**config.mk**
```make
export PLATFORM = sky130hd
export DESIGN_NAME = fpr_regs
export DESIGN_NICKNAME = d
export VERILOG_FILES = /design/src/fpr_pkg.sv /design/src/fpr_prot_if.sv /design/src/fpr_range_dec.sv /design/src/fpr_regs.sv
export SDC_FILE = /design/constraint.sdc
export NUM_CORES = 1
export LEC_CHECK = 0
export BUFFER_PORTS_ARGS = -buffer_cell sky130_fd_sc_hd__buf_4
export CORE_ASPECT_RATIO = 0.6
export CORE_MARGIN = 5
export CORE_UTILIZATION = 30
export CTS_CLUSTER_SIZE = 28
export DETAILED_ROUTE_END_ITERATION = 6
export PLACE_DENSITY = 0.57
export SYNTH_ARGS = -nofsm -noshare
export SYNTH_HDL_FRONTEND = slang
export SYNTH_SLANG_ARGS = --single-unit
```
**constraint.sdc**
```tcl
create_clock -name mclk -period 1.65 [get_ports mclk]
set_input_delay 0.0825 -clock mclk [delete_from_list [all_inputs] [get_ports mclk]]
set_output_delay 0.0825 -clock mclk [all_outputs]
set_load 0.05 [all_outputs]
```
**src/fpr_pkg.sv**
```systemverilog
// Purpose: Shared constants and types for the flash protect and function register block.
// Assumes: Single clock mclk, registers reached through the documented command strobes.
// Notes: Field positions follow the function register layout, top bit down.
package fpr_pkg;
    localparam int FUNC_W = 8;
    localparam int PCODE_W = 4;
    localparam int BLK_W = 6;
    localparam int ADDR_W = 22;
    localparam int ADDR_BLK_HI = 21;
    localparam int ADDR_BLK_LO = 16;
    localparam int RP_W = 8;
    localparam int FR_LOCK_HI = 7;
    localparam int FR_LOCK_LO = 4;
    localparam int FR_ERASE_SUSPENDED_FLAG = 3;
    localparam int FR_PROGRAM_SUSPENDED_FLAG = 2;
    localparam int FR_RSVD = 1;
    localparam int FR_RSTDIS = 0;
    localparam logic [7:0] RP_NV_RESET = 8'h00;
    localparam logic [7:0] ERP_NV_RESET = 8'h00;
    localparam logic [3:0] PCODE_NONE_LO = 4'h0;
    localparam logic [3:0] PCODE_NONE_HI = 4'hf;
    localparam logic [3:0] PCODE_ALL_LO = 4'h7;
    localparam logic [3:0] PCODE_ALL_HI = 4'h8;
    localparam logic [5:0] BLK_LAST = 6'h3f;
    localparam logic [2:0] PUP_LOAD_CYCLES = 3'h2;

    typedef enum logic [1:0] {
        FPR_PUP_IDLE = 2'b00,
        FPR_PUP_LOAD = 2'b01,
        FPR_PUP_DONE = 2'b11
    } fpr_pup_type;
endpackage

```
**src/fpr_prot_if.sv**
```systemverilog
// Purpose: Carries the protect code and block index to the range decoder.
// Assumes: Combinational decoder on the far side.
// Notes: None.
interface fpr_prot_if;
    logic [3:0] pcode;
    logic [5:0] blk;
    logic hit;
    modport ctrl (output pcode, output blk, input hit);
    modport dec (input pcode, input blk, output hit);
endinterface

```
**src/fpr_range_dec.sv**
```systemverilog
// Purpose: Decodes a block-protect code and tests one 64-Kbyte block against it.
// Assumes: Codes 1 to 6 count from the top block, 9 to 14 from block 0.
// Notes: Purely combinational.
module fpr_range_dec (
    fpr_prot_if.dec p // Code, block index and hit result.
);
    wire [2:0] top_n;
    wire [2:0] bot_n;
    wire [5:0] top_mask;
    wire [5:0] bot_mask;
    wire is_none;
    wire is_all;
    wire is_top;
    wire top_hit;
    wire bot_hit;

    // Top range of 2^(code-1) blocks: the upper bits of the index must all be one.
    assign top_n = 3'(p.pcode[2:0] - 3'h1);
    assign top_mask = 6'(6'h3f << top_n);
    assign top_hit = (p.blk & top_mask) == top_mask;
    // Bottom range of 2^(14-code) blocks: the upper bits of the index must all be zero.
    assign bot_n = 3'(4'he - p.pcode);
    assign bot_mask = 6'(6'h3f << bot_n);
    assign bot_hit = (p.blk & bot_mask) == 6'h00;
    assign is_none = (p.pcode == fpr_pkg::PCODE_NONE_LO) || (p.pcode == fpr_pkg::PCODE_NONE_HI);
    assign is_all = (p.pcode == fpr_pkg::PCODE_ALL_LO) || (p.pcode == fpr_pkg::PCODE_ALL_HI);
    assign is_top = ~p.pcode[3];
    assign p.hit = is_none ? 1'b0 : is_all ? 1'b1 : is_top ? top_hit : bot_hit;
endmodule

```
**src/fpr_regs.sv**
```systemverilog
// Purpose: Protection check, function register and read-parameter registers of a serial flash.
// Assumes: The command decoder delivers one-cycle strobes synchronous to mclk.
// Notes: Non-volatile cells are modelled as flops reset to their shipped values.

//////////////////////////////////////////////////////////////////////////////////////////////////
// Contract
// - Codes 0/15 protect none, 1-6 top blocks, 7/8 all, 9-14 bottom blocks.
// - Function register: locks 3..0, erase-suspended, program-suspended, reserved, reset-disable.
// - Reset-disable bit writable while 0, read-only once 1, default per variant.
// - With reset-disable set, reset comes from the shared hold-or-reset pin.
// - One-time bits written to 1 never return to 0.
// - Program-suspended flag sets when suspend accepted during program.
// - Program-suspended flag clears when program resumes.
// - Erase-suspended flag sets when suspend accepted during erase.
// - Erase-suspended flag clears when erase resumes.
// - Four row lock bits, default 0; a locked row refuses programming.
// - Read and extended read parameters each have non-volatile and volatile copies.
// - At power-up each volatile copy loads from its non-volatile copy.
// - Program or erase inside the protected range is inhibited.
// - Whole-array erase ignored unless all protect bits are zero.
module fpr_regs #(
    parameter logic RSTDIS_DEFAULT = 1'b0 // Variant default of the reset-disable bit.
) (
    input wire logic mclk, // Clock.
    input wire logic resetn, // Asynchronous reset, active low.
    input wire logic [3:0] protect_code, // Block-protect code from the status register.
    input wire logic op_req, // One-cycle request to program or erase.
    input wire logic op_is_erase, // Request is an erase.
    input wire logic whole_array_erase, // Request is a whole-array erase.
    input wire logic op_info_row, // Request targets an information row.
    input wire logic [1:0] op_row, // Information row index.
    input wire logic [21:0] op_addr, // Byte address of the request.
    input wire logic func_wr, // Write strobe for the function register.
    input wire logic [7:0] func_wdata, // Function register write data.
    input wire logic prog_busy, // A program operation is running.
    input wire logic erase_busy, // An erase operation is running.
    input wire logic suspend_cmd, // Suspend command accepted.
    input wire logic resume_cmd, // Resume command accepted.
    input wire logic rp_nv_wr, // Write non-volatile read parameters.
    input wire logic rp_v_wr, // Write volatile read parameters.
    input wire logic erp_nv_wr, // Write non-volatile extended read parameters.
    input wire logic erp_v_wr, // Write volatile extended read parameters.
    input wire logic [7:0] param_wdata, // Parameter write data.
    input wire logic ded_reset_n, // Dedicated reset pin, active low.
    input wire logic hold_reset_n, // Shared hold-or-reset pin, active low.
    output logic op_grant, // Request allowed, one-cycle pulse.
    output logic op_refuse, // Request refused, one-cycle pulse.
    output logic [7:0] func_rdata, // Function register value.
    output logic [7:0] rp_nv, // Non-volatile read parameters.
    output logic [7:0] rp_v, // Volatile read parameters.
    output logic [7:0] erp_nv, // Non-volatile extended read parameters.
    output logic [7:0] erp_v, // Volatile extended read parameters.
    output logic pup_done, // Power-up load finished.
    output logic pin_reset_n // Selected device reset request, active low.
);
    logic [1:0] rst_sync_q;
    logic rst_n;
    logic [3:0] lock_q;
    logic erase_suspended_flag_q;
    logic program_suspended_flag_q;
    logic rstdis_q;
    logic rstdis_init_q;
    logic grant_q;
    logic refuse_q;
    logic [7:0] rp_nv_q;
    logic [7:0] rp_v_q;
    logic [7:0] erp_nv_q;
    logic [7:0] erp_v_q;
    logic pin_q;
    logic [2:0] pup_cnt_q;
    logic pup_done_q;
    fpr_pkg::fpr_pup_type pup_q;
    fpr_pkg::fpr_pup_type pup_d;
    fpr_prot_if prot ();

    //////////////////////////////////////////////////////////////////////////////////////////////
    // Reset release through two flops.
    always_ff @(posedge mclk or negedge resetn) begin
        if (!resetn) begin
            rst_sync_q <= 2'b00;
        end else begin
            rst_sync_q <= {rst_sync_q[0], 1'b1};
        end
    end
    assign rst_n = rst_sync_q[1];

    //////////////////////////////////////////////////////////////////////////////////////////////
    // Protection decision.
    wire row_locked;
    wire prot_hit;
    wire wae_blocked;
    wire refuse_now;

    assign prot.pcode = protect_code;
    assign prot.blk = op_addr[fpr_pkg::ADDR_BLK_HI:fpr_pkg::ADDR_BLK_LO];
    fpr_range_dec u_dec (
        .p (prot.dec)
    );
    assign prot_hit = prot.hit && !op_info_row;
    assign row_locked = op_info_row && !op_is_erase && lock_q[op_row];
    assign wae_blocked = whole_array_erase && (protect_code != 4'h0);
    assign refuse_now = row_locked || wae_blocked || (prot_hit && !whole_array_erase);

    always_ff @(posedge mclk or negedge rst_n) begin
        if (!rst_n) begin
            grant_q <= 1'b0;
            refuse_q <= 1'b0;
        end else begin
            grant_q <= op_req && !refuse_now;
            refuse_q <= op_req && refuse_now;
        end
    end

    //////////////////////////////////////////////////////////////////////////////////////////////
    // Function register. One-time bits only ever OR in new ones.
    wire [3:0] lock_d;
    wire rstdis_d;
    wire program_suspended_flag_set;
    wire erase_suspended_flag_set;

    assign lock_d = lock_q | (func_wr ? func_wdata[fpr_pkg::FR_LOCK_HI:fpr_pkg::FR_LOCK_LO]
                                      : 4'h0);
    assign rstdis_d = rstdis_q | (func_wr && func_wdata[fpr_pkg::FR_RSTDIS]);
    assign program_suspended_flag_set = suspend_cmd && prog_busy;
    assign erase_suspended_flag_set = suspend_cmd && erase_busy;

    // The variant default is caught on the first clock after release, not under reset.
    always_ff @(posedge mclk or negedge rst_n) begin
        if (!rst_n) begin
            lock_q <= 4'h0;
            rstdis_q <= 1'b0;
            rstdis_init_q <= 1'b0;
            program_suspended_flag_q <= 1'b0;
            erase_suspended_flag_q <= 1'b0;
        end else begin
            lock_q <= lock_d;
            rstdis_init_q <= 1'b1;
            rstdis_q <= rstdis_init_q ? rstdis_d : RSTDIS_DEFAULT;
            program_suspended_flag_q <= program_suspended_flag_set | (program_suspended_flag_q & ~resume_cmd);
            erase_suspended_flag_q <= erase_suspended_flag_set | (erase_suspended_flag_q & ~resume_cmd);
        end
    end

    assign func_rdata = {lock_q, erase_suspended_flag_q, program_suspended_flag_q, 1'b0, rstdis_q};

    //////////////////////////////////////////////////////////////////////////////////////////////
    // Reset pin selection.
    wire pin_sel_n;
    assign pin_sel_n = rstdis_q ? hold_reset_n : ded_reset_n;
    always_ff @(posedge mclk or negedge rst_n) begin
        if (!rst_n) begin
            pin_q <= 1'b1;
        end else begin
            pin_q <= pin_sel_n;
        end
    end

    //////////////////////////////////////////////////////////////////////////////////////////////
    // Read parameters and power-up load.
    wire pup_load;
    assign pup_load = (pup_q == fpr_pkg::FPR_PUP_LOAD);

    always_comb begin
        pup_d = pup_q;
        case (pup_q)
            fpr_pkg::FPR_PUP_IDLE: pup_d = fpr_pkg::FPR_PUP_LOAD;
            fpr_pkg::FPR_PUP_LOAD: begin
                if (pup_cnt_q == fpr_pkg::PUP_LOAD_CYCLES) begin
                    pup_d = fpr_pkg::FPR_PUP_DONE;
                end
            end
            fpr_pkg::FPR_PUP_DONE: pup_d = fpr_pkg::FPR_PUP_DONE;
            default: pup_d = fpr_pkg::FPR_PUP_IDLE;
        endcase
    end

    always_ff @(posedge mclk or negedge rst_n) begin
        if (!rst_n) begin
            pup_q <= fpr_pkg::FPR_PUP_IDLE;
            pup_cnt_q <= 3'h0;
            pup_done_q <= 1'b0;
        end else begin
            pup_q <= pup_d;
            pup_cnt_q <= pup_load ? 3'(pup_cnt_q + 3'h1) : 3'h0;
            // Registered beside the state so the done level leaves the block from a flop.
            pup_done_q <= (pup_d == fpr_pkg::FPR_PUP_DONE);
        end
    end

    always_ff @(posedge mclk or negedge rst_n) begin
        if (!rst_n) begin
            rp_nv_q <= fpr_pkg::RP_NV_RESET;
            erp_nv_q <= fpr_pkg::ERP_NV_RESET;
        end else begin
            if (rp_nv_wr) begin
                rp_nv_q <= param_wdata;
            end
            if (erp_nv_wr) begin
                erp_nv_q <= param_wdata;
            end
        end
    end

    always_ff @(posedge mclk or negedge rst_n) begin
        if (!rst_n) begin
            rp_v_q <= 8'h00;
            erp_v_q <= 8'h00;
        end else if (pup_load) begin
            rp_v_q <= rp_nv_q;
            erp_v_q <= erp_nv_q;
        end else begin
            if (rp_v_wr) begin
                rp_v_q <= param_wdata;
            end
            if (erp_v_wr) begin
                erp_v_q <= param_wdata;
            end
        end
    end

    assign op_grant = grant_q;
    assign op_refuse = refuse_q;
    assign rp_nv = rp_nv_q;
    assign rp_v = rp_v_q;
    assign erp_nv = erp_nv_q;
    assign erp_v = erp_v_q;
    assign pup_done = pup_done_q;
    assign pin_reset_n = pin_q;

    //////////////////////////////////////////////////////////////////////////////////////////////
    // Checks.
    a_lock_sticky: assert property (@(posedge mclk) disable iff (!rst_n)
        (lock_q != 4'h0) |=> ((lock_q & $past(lock_q)) == $past(lock_q)))
        else $error("row lock bit returned to zero");
    a_rstdis_sticky: assert property (@(posedge mclk) disable iff (!rst_n)
        (rstdis_init_q && rstdis_q) |=> rstdis_q)
        else $error("reset disable bit cleared");
    a_program_suspended_flag_set: assert property (@(posedge mclk) disable iff (!rst_n)
        (suspend_cmd && prog_busy) |=> program_suspended_flag_q)
        else $error("program suspended flag not set");
    a_program_suspended_flag_clear: assert property (@(posedge mclk) disable iff (!rst_n)
        (resume_cmd && !(suspend_cmd && prog_busy)) |=> !program_suspended_flag_q)
        else $error("program suspended flag not cleared");
    a_erase_suspended_flag_set: assert property (@(posedge mclk) disable iff (!rst_n)
        (suspend_cmd && erase_busy) |=> erase_suspended_flag_q)
        else $error("erase suspended flag not set");
    a_erase_suspended_flag_clear: assert property (@(posedge mclk) disable iff (!rst_n)
        (resume_cmd && !(suspend_cmd && erase_busy)) |=> !erase_suspended_flag_q)
        else $error("erase suspended flag not cleared");
    a_locked_row: assert property (@(posedge mclk) disable iff (!rst_n)
        (op_req && op_info_row && !op_is_erase && lock_q[op_row]) |=> (op_refuse && !op_grant))
        else $error("program to locked row granted");
    a_wae_block: assert property (@(posedge mclk) disable iff (!rst_n)
        (op_req && whole_array_erase && protect_code != 4'h0) |=> op_refuse)
        else $error("whole array erase not refused");
    a_range_block: assert property (@(posedge mclk) disable iff (!rst_n)
        (op_req && !op_info_row && protect_code inside {4'h7, 4'h8}) |=> op_refuse)
        else $error("protected range not refused");
    a_none_pass: assert property (@(posedge mclk) disable iff (!rst_n)
        (op_req && !op_info_row && protect_code == 4'h0) |=> op_grant)
        else $error("unprotected request refused");
    a_pup_load: assert property (@(posedge mclk) disable iff (!rst_n)
        $rose(pup_done) |-> (rp_v == rp_nv && erp_v == erp_nv))
        else $error("volatile copy not loaded at power up");
    a_pin_sel: assert property (@(posedge mclk) disable iff (!rst_n)
        (rstdis_q && !hold_reset_n) |=> !pin_reset_n)
        else $error("shared reset pin ignored");
    a_answer_single: assert property (@(posedge mclk) disable iff (!rst_n)
        op_req |=> (op_grant != op_refuse))
        else $error("request not answered exactly once");
    a_answer_unasked: assert property (@(posedge mclk) disable iff (!rst_n)
        !op_req |=> (!op_grant && !op_refuse))
        else $error("answer without a request");
    // Fixed code points of the decode table, checked apart from the decoder's mask arithmetic.
    a_top_block: assert property (@(posedge mclk) disable iff (!rst_n)
        (op_req && !op_info_row && !whole_array_erase && protect_code == 4'h1
            && op_addr[fpr_pkg::ADDR_BLK_HI:fpr_pkg::ADDR_BLK_LO] == 6'h3f) |=> op_refuse)
        else $error("top block not protected");
    a_top_below: assert property (@(posedge mclk) disable iff (!rst_n)
        (op_req && !op_info_row && !whole_array_erase && protect_code == 4'h1
            && op_addr[fpr_pkg::ADDR_BLK_HI:fpr_pkg::ADDR_BLK_LO] == 6'h3e) |=> op_grant)
        else $error("block below top range refused");
    a_bottom_block: assert property (@(posedge mclk) disable iff (!rst_n)
        (op_req && !op_info_row && !whole_array_erase && protect_code == 4'he
            && op_addr[fpr_pkg::ADDR_BLK_HI:fpr_pkg::ADDR_BLK_LO] == 6'h00) |=> op_refuse)
        else $error("bottom block not protected");
    a_bottom_above: assert property (@(posedge mclk) disable iff (!rst_n)
        (op_req && !op_info_row && !whole_array_erase && protect_code == 4'h9
            && op_addr[fpr_pkg::ADDR_BLK_HI:fpr_pkg::ADDR_BLK_LO] == 6'h20) |=> op_grant)
        else $error("block above bottom range refused");
    a_info_bypass: assert property (@(posedge mclk) disable iff (!rst_n)
        (op_req && op_info_row && !whole_array_erase && (op_is_erase || !lock_q[op_row]))
            |=> op_grant)
        else $error("open information row refused");
    a_pin_dedicated: assert property (@(posedge mclk) disable iff (!rst_n)
        (!rstdis_q && !ded_reset_n) |=> !pin_reset_n)
        else $error("dedicated reset pin ignored");
    a_ded_ignored: assert property (@(posedge mclk) disable iff (!rst_n)
        (rstdis_q && hold_reset_n) |=> pin_reset_n)
        else $error("disabled dedicated reset pin still used");
    a_volatile_load: assert property (@(posedge mclk) disable iff (!rst_n)
        pup_load |=> (rp_v == $past(rp_nv) && erp_v == $past(erp_nv)))
        else $error("volatile copy not loaded from non-volatile copy");
    a_flags_readonly: assert property (@(posedge mclk) disable iff (!rst_n)
        (func_wr && !suspend_cmd && !resume_cmd) |=> $stable({erase_suspended_flag_q, program_suspended_flag_q}))
        else $error("suspend flags changed by a register write");
endmodule

```
# Word level (Yosys, flattened, before mapping)
# Cells that the tools add are included.
dict set report totals {
  ff_bits 51
  wordCells 78
  input_bits 61
  out_inout_bits 44
}
dict set report classes {
  order_cmp 1
  mux 15
  bitwise_logic 9
  reduce_logical 24
  shift 2
  n_addsub 3
  eq_ne 8
}
# operator n
set op_table {}
lappend op_table {{8-bit 2-to-1 mux} 4}
lappend op_table {{6-bit bitwise AND} 2}
lappend op_table {{6-bit by 3-bit left shift with 6-bit output (first input constant)} 2}
lappend op_table {{1-bit logical AND} 10}
lappend op_table {{4-bit == test (second input constant)} 2}
lappend op_table {{6-bit == test} 1}
lappend op_table {{6-bit logical NOT} 1}
lappend op_table {{1-bit 2-to-1 mux} 6}
lappend op_table {{2-bit case mux with 3 select lines} 1}
lappend op_table {{2-bit == test (second input constant)} 2}
lappend op_table {{4-bit by 3-bit == test with 1-bit output (second input constant)} 1}
lappend op_table {{1-bit logical NOT} 4}
lappend op_table {{4-bit logical NOT} 1}
lappend op_table {{1-bit logical OR} 4}
lappend op_table {{4-bit 2-to-1 mux} 1}
lappend op_table {{4-bit OR} 1}
lappend op_table {{2-bit nonzero test} 2}
lappend op_table {{4-bit nonzero test} 1}
lappend op_table {{3-bit by 1-bit adder with 3-bit output (second input constant)} 1}
lappend op_table {{3-bit by 2-bit == test with 1-bit output (second input constant)} 1}
lappend op_table {{2-bit by 3-bit less-than comparator with 1-bit output (second input constant)} 1}
lappend op_table {{3-bit 2-to-1 mux} 1}
lappend op_table {{1-bit OR} 3}
lappend op_table {{3-bit by 1-bit subtractor with 3-bit output (second input constant)} 1}
lappend op_table {{other kinds (7)} 8}

# Depth between registers and ports, before layout
# Gate-level depths: netlist of the first run.
dict set report depth {
  word_depth 12
  mapped_depth 8
  depth_no_buf 8
}

# Cells and area by module
# From an unflattened synthesis of the first run, not the netlist that was laid out.
dict set report unflattened {
  cells_unflattened 195
  hier_area_um2 2288.4
}
# module seq_area_each_um2 area_each_um2 cells_per_inst instances
set by_module_without_submodules {}
lappend by_module_without_submodules {fpr_regs 1277.5 2065.7 164 1}
lappend by_module_without_submodules {fpr_range_dec 0.0 222.7 31 1}

# Least setup slack after synthesis of the first run
# OpenSTA, ideal clock, no wires.
dict set report synth_timing {
  path_kind {reg2reg}
  start {register lock_q[3]}
  end {register refuse_q (netlist: op_refuse)}
  stages_incl_launch_ff 4
  setup_time_ns 0.124
  synth_period_minus_slack_ns 1.697
  setup_slack_ns -0.047
  required_time_ns 1.526
  path_buffers 0
  arrival_ns 1.573
  cell_sequence {dfrtp_1 > mux4_2 > a22o_1 > o31a_1}
}
dict set report synth_via {
  elab_chain_len 6
}
# element line_no
set synth_rtl {}
lappend synth_rtl {{start: declaration} fpr_regs.sv:58} ;# logic [3:0] lock_q;
lappend synth_rtl {{start signal: assignment} fpr_regs.sv:136} ;# lock_q <= lock_d;
lappend synth_rtl {{1-bit binary-select mux with 2-bit select} fpr_regs.sv:100} ;# assign row_locked = op_info_row && !op_is_erase && lock_q[op_row];
lappend synth_rtl {{1-bit 2-to-1 mux (implied by the code)} fpr_regs.sv:100}
lappend synth_rtl {{1-bit logical AND} fpr_regs.sv:100}
lappend synth_rtl {{1-bit logical OR (2 in a row)} fpr_regs.sv:102} ;# assign refuse_now = row_locked || wae_blocked || (prot_hit && !whole_array_erase);
lappend synth_rtl {{1-bit logical AND} fpr_regs.sv:110} ;# refuse_q <= op_req && refuse_now;
lappend synth_rtl {{end signal: assignment} fpr_regs.sv:110}
lappend synth_rtl {{end: declaration} fpr_regs.sv:64} ;# logic refuse_q;
# No other way between the ends. The select of a mux whose other input is x is not followed.
# A chain may end at the register's enable or synchronous reset.

# Worst setup path in the final report of the first run
# Same ends and word-level chain as after synthesis.

==> qor.csv, run 1 <==
metric,value,unit
status,"complete, no violations",
Period minus WS final,1.567,ns
register area,1284,um^2
Post-Route WL,5600,um
synth-to-layout area growth,43.43,%
RSZ-0062 raised after global routing,no,
DR WL/cell,14.40,um
Placer Congestion,0.8281,
final non-filler cell total,389,
fin crit share,0.9495,
core area,7357,um^2
first-pass GRT wire length,8928,um
Initial Utilization,0.3117,
PortBufs,84,
fin. max-slew vios,0,
clock buffer depth,2,
Rows,24,
Post-CTS Setup Bufs,0,
CP endpoint,op_refuse,
data arrival time of the worst path,1.74,ns
area of the multi-input gates,928.4,um^2
Place WS,0.05920,ns
leakage power,1.541,nW
synth unique cells,36,
CTS Buf Count,5,
worst-path maximum fanout,3,
clock root buffer,clkbuf_16,
required time of the critical path,1.82,ns
DRT iter0 DRCs,55,
DIE AREA,9550,um^2
power density over cell area,1039,nW/um^2
Cells after Synth,193,
I/O pin cnt,105,
fraction of registers with async set/reset,1.000,
n_diodes,0,
largest net degree at the start of global routing,41,
"Clk pin slew, worst setup/hold paths",0.07,ns
maxcap violations,0,
CTS tree,done,
# setup viols final,0,
clock tree sinks,51,
ratio of cells with drive above 1 in the final layout,0.4246,
routed via count,1748,
antenna-violating nets left,0,
FF-to-FF setup slack,0.08,ns
final setup margin,0.08331,ns
Final HPWL DP,4119,um
Crit Path Category,register to register,
area of the mapped netlist,2293,um^2
synthesis-stage register bit count,51,
setup_tns,0,ns
Setup crit end kind,register,
drt pass-1 iters,4,
placed instance count,374,
final net count,354,
H-tree levels,2,
power after layout,3.418,mW
FF-to-FF path depth,3,
CP Launch Type,register,
main flop type after synthesis,dfrtp_1,
"EDFF count, synth",0,
vias per cell,4.494,
gr usage total,0.1189,
fillcell total,720,
Syn Area/Cell,11.88,um^2
grt total ovfl,0,
Setup Skew,0.005162,ns
Yosys warnings,0,
drt drc,0,
achievable clock frequency,0.6383,GHz
Worst Hold Class,input pin to register,
Die X,122.9,um
Critical path origin,lock_q[3],
FF-to-FF End,op_refuse,
Final Hold Vio Count,0,
clk_lat worst skew,0.29,ns
Max IR drop VDD,0.3585,mV
RR Startpoint,lock_q[3],
"Seq/Total Area, Yosys",0.5570,
number of global-route vias before repair,1712,
initial antenna violation count,0,
Die H,77.73,um
-- layer usage --
metal | track usage | vias to the layer above | wire, um
met5 | 0 | - | 0
met4 | 0.02011 | 0 | 38
met3 | 0.04578 | 5 | 473
met2 | 0.1837 | 62 | 2452
met1 | 0.1611 | 835 | 2635
li1 | - | 846 | -
-- worst max-delay path, cell delays in order (launching register included) --
cell and delay [ns]:
dfrtp_2 0.41, mux4_2 0.48, a22o_1 0.25, o31a_1 0.30
-- Yosys cell counts, drive strengths merged (2+ instances only) --
| library cell | number | area, um^2 |
|---|---|---|
| ha | 9 | 112.6 |
| a21o | 4 | 30.03 |
| a22o | 2 | 17.52 |
| mux2 | 17 | 191.4 |
| nand2 | 19 | 71.32 |
| buf | 5 | 33.78 |
| nor2b | 3 | 18.77 |
| o21ai | 20 | 100.1 |
| dfrtp | 50 | 1251 |
| inv | 10 | 37.54 |
| nand2b | 2 | 12.51 |
| clkbuf | 6 | 22.52 |
| conb | 2 | 7.510 |
| nor2 | 5 | 18.77 |
| o21a | 3 | 22.52 |
| mux2i | 16 | 160.2 |
| a31oi | 2 | 12.51 |
-- how the worst min path moves through the flow --
| stage | start | cells after the start | slack [ns] | endpoint |
|---|---|---|---|---|
| 2_1_floorplan | resetn | 0 | -0.21 | rst_sync_q[0] |
| 3_3_place_gp | resetn | 1 | -0.13 | rst_sync_q[0] |
| 3_5_place_dp | resetn | 1 | -0.13 | rst_sync_q[0] |
| 4_1_cts | prog_busy | 3 | 0.0008 | program_suspended_flag_q |
| 5_1_grt | prog_busy | 3 | 0.02 | program_suspended_flag_q |
| 6_report | prog_busy | 3 | 0.01 | program_suspended_flag_q |
-- per-stage QoR --
step	area (um^2)	hold slack [ns]	util
2_1_floorplan	2302	-0.2131	-
3_3_place_gp	3045	-0.1344	0.4139
3_5_place_dp	3045	-0.1339	0.4139
4_1_cts	3289	0.0007946	0.4471
5_1_grt	3289	0.01560	0.4471
6_report	3289	0.01106	0.4471
-- where the power goes --
part	internal (mW)	total (mW)	switching [mW]
clock	0.754	1.20	0.449
sequential	1.35	1.41	0.0655
combinational	0.294	0.803	0.509
total	2.40	3.42	1.02
-- cells in the final DEF, fill, tap and decap left out, types with 7 or more instances in the layout --
| cell | count |
|---|---|
| mux2_2 | 17 |
| dlygate4sd3_1 | 7 |
| buf_4 | 86 |
| ha_1 | 9 |
| dfrtp_1 | 45 |
| inv_1 | 10 |
| nand2_1 | 19 |
| mux2i_1 | 16 |
| o21ai_0 | 20 |
-- state kept, by name (all words and copies together), names as in the netlist --
name / count
erase_suspended_flag_q: 1
erp_nv: 8
erp_v: 8
lock_q: 4
op_grant: 1
op_refuse: 1
pin_reset_n: 1
program_suspended_flag_q: 1
pup_cnt_q: 3
pup_done: 1
pup_q: 2
rp_nv: 8
rp_v: 8
rst_sync_q: 2
rstdis_init_q: 1
rstdis_q: 1
-- area by class of cell --
cell class,instances,area share
flip-flops and latches,51,0.3903
multi-input cells,122,0.2822
repair buffers,94,0.2237
clock buffers,6,0.04222
well taps,104,0.03956
inverters,10,0.01141
clock inverters,2,0.01065
-- repair_timing --
action	in CTS	in global routing
gates resized for setup	0	0
endpoints found under the hold margin	8	0
setup endpoints to repair	0	0
hold buffers	7	0
-- cells by family (layout without fill, tap and decap cells) --
family,Yosys count,in the layout,share of synthesized area
flip-flops,51,51,0.5570
XOR/XNOR,1,1,0.003820
other,2,3,0.003275
buffers and inverters,21,112,0.04092
multiplexers,34,34,0.1631
AO/OA/AOI/OAI,41,41,0.1135
AND/OR/NAND/NOR,34,34,0.06929
adder cells (fa/ha/maj),9,9,0.04910
(Power assumes the default switching activity.)
==> inputs of run 2 (changes only) <==
--- a/config.mk
+++ b/config.mk
@@ -5,12 +5,14 @@
 export SDC_FILE = /design/constraint.sdc
 export NUM_CORES = 1
 export LEC_CHECK = 0
+export ABC_AREA = 1
 export BUFFER_PORTS_ARGS = -buffer_cell sky130_fd_sc_hd__buf_4
 export CORE_ASPECT_RATIO = 0.6
 export CORE_MARGIN = 5
 export CORE_UTILIZATION = 30
 export CTS_CLUSTER_SIZE = 28
 export DETAILED_ROUTE_END_ITERATION = 6
+export GPL_TIMING_DRIVEN = 0
 export PLACE_DENSITY = 0.57
 export SYNTH_ARGS = -nofsm -noshare
 export SYNTH_HDL_FRONTEND = slang
==> run 2 against run 1 <==
Final cell count is 24% higher. Die area is 3.0% higher. Utilization is 1.4 points lower. Critical endpoint is now op_grant. Area after synthesis is 3.4% higher. First-iteration DRC count is 130% higher.
==> qor.csv, run 2 <==
metric,value,unit
core area,7789,um^2
clock buffer depth,2,
Yosys warnings,0,
number of global-route vias before repair,2020,
Crit Path Category,input pin to register,
drt drc,0,
Syn Area/Cell,8.529,um^2
hold slack,0.006199,ns
routed via count,2063,
fin crit share,0.7689,
synthesis-stage register bit count,51,
top routing layer in use,met4,
fraction of registers with async set/reset,1.000,
initial antenna violation count,0,
Setup crit end kind,register,
Metal-1 WL,3111,um
"Seq/Total Area, Yosys",0.5388,
Net Sw Frac,0.3009,
synth-to-layout area growth,42.37,%
fin. max-slew vios,0,
Die X,124.8,um
Synth top cells by count,"nand2_1 (78), dfrtp_1 (50), nor2_1 (33)",
"EDFF count, synth",0,
Placer Congestion,0.7936,
required time of the critical path,1.86,ns
clock root buffer,clkbuf_16,
DR WL/cell,12.54,um
gr usage total,0.1262,
Final HPWL DP,4860,um
CP Launch Type,input pin,
power after layout,3.370,mW
grt total ovfl,0,
power density over cell area,998.2,nW/um^2
achievable clock frequency,0.7882,GHz
Power Internal,2.356,mW
CTS Buf Count,5,
Rows,25,
Clk pwr share,0.356,
metal2 WL,2548,um
PortBufs,80,
drt pass-1 iters,4,
final net count,444,
first-pass GRT wire length,9984,um
Post-Route WL,6056,um
worst-path maximum fanout,3,
# setup viols final,0,
n_diodes,0,
"Clk pin slew, worst setup/hold paths",0.06,ns
ranking of synthesized cells by area,"dfrtp_1 (53%), nand2_1 (12%), nor2_1 (5.2%), ha_1 (4.7%), inv_1 (4.3%)",
placed instance count,468,
I/O pin cnt,105,
clk_lat worst skew,0.29,ns
routed wl met3,343,um
fillcell total,799,
Resize count post-CTS,0,
leakage power,1.714,nW
area of the multi-input gates,900.9,um^2
clock tree sinks,51,
CTS tree,done,
H-tree levels,2,
DIE AREA,9839,um^2
Synth top area share,0.5277,
maxcap violations,0,
sequential share of power,0.417,
main flop type after synthesis,dfrtp_1,
Max IR drop VDD,0.4233,mV
RSZ-0062 raised after global routing,no,
most frequent cell after synthesis,nand2_1,
antenna-violating nets left,0,
final non-filler cell total,483,
"commonest non-fill, non-tap cell in the layout",buf_4,
"commonest non-fill, non-tap cells in the layout","buf_4 (84), nand2_1 (78), dfrtp_1 (49)",
synth unique cells,28,
vias per cell,4.271,
DRT iter0 DRCs,129,
Worst Hold Class,input pin to register,
Period minus WS final,1.269,ns
register area,1279,um^2
Final Hold Vio Count,0,
Sw Pwr,1.014,mW
combinational fraction of design power,0.228,
ratio of cells with drive above 1 in the final layout,0.3147,
Setup Skew,0.005889,ns
area of the mapped netlist,2371,um^2
largest net degree at the start of global routing,33,
Die H,78.86,um
data arrival time of the worst path,1.48,ns
status,"complete, no violations",
"area leader, netlist",dfrtp_1,
Cells after Synth,278,
Initial Utilization,0.3044,
## run 2: layer usage
layer  GRT usage  vias up
met3     0.03965        7
met1      0.1795      960
met4     0.02954        0
met2      0.1875       45
li1            -     1051
met5           0        -
## run 2: timing repair
item                                    4_1_cts  5_1_grt
endpoints found under the setup margin        0        0
setup buffers                                 0        0
hold buffers                                  7        0
hold endpoints to repair                      8        0
## run 2: area by class of cell
| cell class | instances | area share |
|---|---|---|
| buffer | 12 | 0.02372 |
| clock buffer | 6 | 0.04114 |
| clock inverter | 2 | 0.01038 |
| inverter | 31 | 0.03447 |
| multi-input combinational | 185 | 0.2669 |
| sequential | 51 | 0.3788 |
| tap | 108 | 0.04003 |
| timing repair buffer | 88 | 0.2046 |
## run 2: stage by stage
step | TNS, ns | worst slack, ns | cell area, um^2 | utilization
floorplan | 0 | 0.1270 | 2375 | -
global placement | -26.71 | -0.5591 | 3110 | 0.3994
detailed placement | 0 | 0.1033 | 3132 | 0.4021
CTS | 0 | 0.4039 | 3376 | 0.4334
global route | 0 | 0.2912 | 3376 | 0.4334
finish | 0 | 0.3813 | 3376 | 0.4334
## run 2: kinds of logic after synthesis
logic type,after synthesis,synth area share
muxes,1,0.004749
DFF,51,0.5388
AOI/OAI and AO/OA,29,0.06755
and+or+nand+nor,143,0.2554
other,2,0.003167
buffers and inverters,43,0.08285
adders and majority gates,9,0.04749
## run 2: power groups by stage
stage | Sequential, mW | Clock (mW) | Combinational, mW
after global placement | 1.44 | 0 | 0.733
final | 1.40 | 1.20 | 0.768
after global routing | 1.42 | 1.31 | 0.826
after detailed placement | 1.43 | 0 | 0.761
after CTS | 1.41 | 1.24 | 0.777
after floorplan | 1.70 | 0 | 0.202
## run 2: path summary, 6_finish.rpt
kind,cells past startpoint,start,to,slack [ns]
min,3,erase_busy,erase_suspended_flag_q,0.006
max reg2reg,5,pup_q[1],rp_v[7],0.43
min reg2reg,0,rst_sync_q[1],lock_q[1],0.21
max in group asynchronous,1,rst_sync_q[1],rp_v[1],0.92
min in group asynchronous,2,resetn,rst_sync_q[1],0.11
max,12,protect_code[0],op_grant,0.38
## run 2: critical path, stage by stage
cell and delay (ns):
buf_4 0.12, inv_1 0.08, ha_1 0.20, inv_1 0.08
ha_1 0.30, o21ai_0 0.16, nand2_1 0.06, nand3_1 0.10
nand3_2 0.08, nand2_2 0.07, nand2_1 0.04, nor2_1 0.11
==> inputs of run 3 (changes only) <==
--- a/config.mk
+++ b/config.mk
@@ -13,7 +13,7 @@
 export CTS_CLUSTER_SIZE = 28
 export DETAILED_ROUTE_END_ITERATION = 6
 export GPL_TIMING_DRIVEN = 0
-export PLACE_DENSITY = 0.57
+export PLACE_DENSITY = 0.55
 export SYNTH_ARGS = -nofsm -noshare
 export SYNTH_HDL_FRONTEND = slang
 export SYNTH_SLANG_ARGS = --single-unit
==> constraint.sdc (replaced) <==
create_clock -name mclk -period 1.2 [get_ports mclk]
set_input_delay 0.06 -clock mclk [delete_from_list [all_inputs] [get_ports mclk]]
set_output_delay 0.06 -clock mclk [all_outputs]
set_load 0.05 [all_outputs]
==> run 3 against run 2 <==
Global-route usage up 0.69 points. Critical endpoint unchanged. The run now ends with hold timing left. Die area unchanged. Cell area up 2.0%. First-iteration DRC count down 18%. Sequential share of layout area down 0.58 points. Largest power group unchanged. Hold slack worse by 0.032 ns.
==> qor.csv, run 3 (synthesis results as in run 2) <==
metric,value,unit
placed instance count,467,
core area,7789,um^2
Max stage delay on crit path,0.41,ns
routed via count,2125,
FF-to-FF path depth,5,
Final Hold Vio Count,1,
DR WL/cell,12.99,um
final instance area,3445,um^2
clock tree sinks,51,
Worst Hold Depth,3,
fin crit share,0.9430,
synth-to-layout area growth,45.28,%
H-tree levels,2,
"most used cell, CP",nand2_1,
largest net degree at the start of global routing,50,
grt total ovfl,0,
# setup viols final,0,
Placer Congestion,0.7576,
failing checks,hold timing,
initial antenna violation count,0,
worst path cell trace,"o211ai_1, nand2_1, a22oi_2, nand2_1, nor2_1",
FF-to-FF setup slack,0.07,ns
fin. max-slew vios,0,
clk_lat worst skew,0.30,ns
CP Launch Type,register,
final net count,448,
Max transition margin,0.5728,
DRT iter0 DRCs,106,
slowest cell on the critical path,dfrtp_2,
Max IR drop VDD,0.6236,mV
gr usage total,0.1331,
register area,1285,um^2
Worst Tran Pin Value,0.6408,ns
status,"finished, violations left",
"commonest non-fill, non-tap cell in the layout",buf_4,
"commonest non-fill, non-tap cells in the layout","buf_4 (85), nand2_1 (78), dfrtp_1 (46)",
Final HPWL DP,4967,um
I/O pin cnt,105,
Hold Path End,erase_suspended_flag_q,
n_diodes,0,
area of the multi-input gates,930.9,um^2
vias per cell,4.363,
Setup crit end kind,register,
drt pass-1 iters,4,
PortBufs,80,
worst-path maximum fanout,3,
leakage power,1.728,nW
Rows,25,
achievable clock frequency,0.8837,GHz
Post-Route WL,6324,um
data arrival time of the worst path,1.36,ns
Crit Path Category,register to register,
fillcell total,768,
CTS tree,done,
Setup Skew,0.004555,ns
first-pass GRT wire length,10380,um
Die X,124.8,um
RR Startpoint,lock_q[2],
hold slack,-0.02567,ns
Period minus WS final,1.132,ns
Worst Hold Class,input pin to register,
DIE AREA,9839,um^2
number of global-route vias before repair,2117,
CTS Buf Count,5,
clock root buffer,clkbuf_16,
final non-filler cell total,487,
maxcap violations,0,
clock buffer depth,2,
drt drc,0,
ratio of cells with drive above 1 in the final layout,0.3325,
antenna-violating nets left,0,
"Clk pin slew, worst setup/hold paths",0.07,ns
FF-to-FF End,op_grant,
Die H,78.86,um
hold_sp,erase_busy,
power density over cell area,1345,nW/um^2
required time of the critical path,1.43,ns
Initial Utilization,0.3044,
placed inst area,3118,um^2
RSZ-0062 raised after global routing,yes,
[run 3: cell type report]
| type | count | share of cell area |
|---|---|---|
| Buffer | 12 | 0.02325 |
| Clock inverter | 3 | 0.01271 |
| Inverter | 31 | 0.03378 |
| Tap cell | 108 | 0.03923 |
| Sequential cell | 51 | 0.3730 |
| Clock buffer | 5 | 0.03632 |
| Timing Repair Buffer | 92 | 0.2114 |
| Multi-Input combinational cell | 185 | 0.2703 |
[run 3: worst max-delay path: cells and delay by family (launching register included)]
family / cells / cell delay, ns
flops: 1 / 0.41
compound gates: 2 / 0.37
simple gates: 3 / 0.28
[run 3: per-stage QoR]
step / util / setup slack, ns / setup TNS (ns) / hold WS (ns) / power, mW
after floorplan: - / 0.009648 / 0 / -0.2356 / 2.615
after global placement: 0.4003 / -0.2405 / -2.133 / -0.1562 / 2.995
after detailed placement: 0.4003 / -0.2547 / -2.294 / -0.1550 / 3.010
after CTS: 0.4406 / 0.009394 / 0 / 0.001064 / 4.691
after global routing: 0.4422 / -0.04753 / -0.06597 / 0.01919 / 4.850
final: 0.4422 / 0.06840 / 0 / -0.02567 / 4.634
[run 3: timing repair]
action,CTS,global route
endpoints found under the setup margin,53,3
pin swaps,1,1
buffers inserted,2,0
hold buffers,10,1
endpoints found under the hold margin,9,1
gates resized for setup,4,2
[run 3: routing by layer]
layer | vias up | global-route usage | part of all wire
met3 | 7 | 0.04839 | 0.064
met2 | 47 | 0.1929 | 0.43
li1 | 1059 | - | -
met1 | 1012 | 0.1834 | 0.49
met4 | 0 | 0.04595 | 0.013
met5 | - | 0 | 0
[run 3: worst max path at each step]
stage                          from                     end  slack (ns)  depth (start not counted)
finish                    lock_q[2]                op_grant        0.07                          5
global route              lock_q[3]                op_grant       -0.05                          7
CTS                     suspend_cmd  erase_suspended_flag_q       0.009                          5
detailed placement  protect_code[0]                op_grant       -0.25                         12
global placement    protect_code[0]                op_grant       -0.24                         12
floorplan                 lock_q[1]               op_refuse        0.01                          6
[run 3: where the power goes]
| group | internal, mW | switching [mW] |
|---|---|---|
| Combinational | 0.368 | 0.681 |
| Sequential | 1.84 | 0.111 |
| Clock | 0.984 | 0.650 |
| Total | 3.19 | 1.44 |
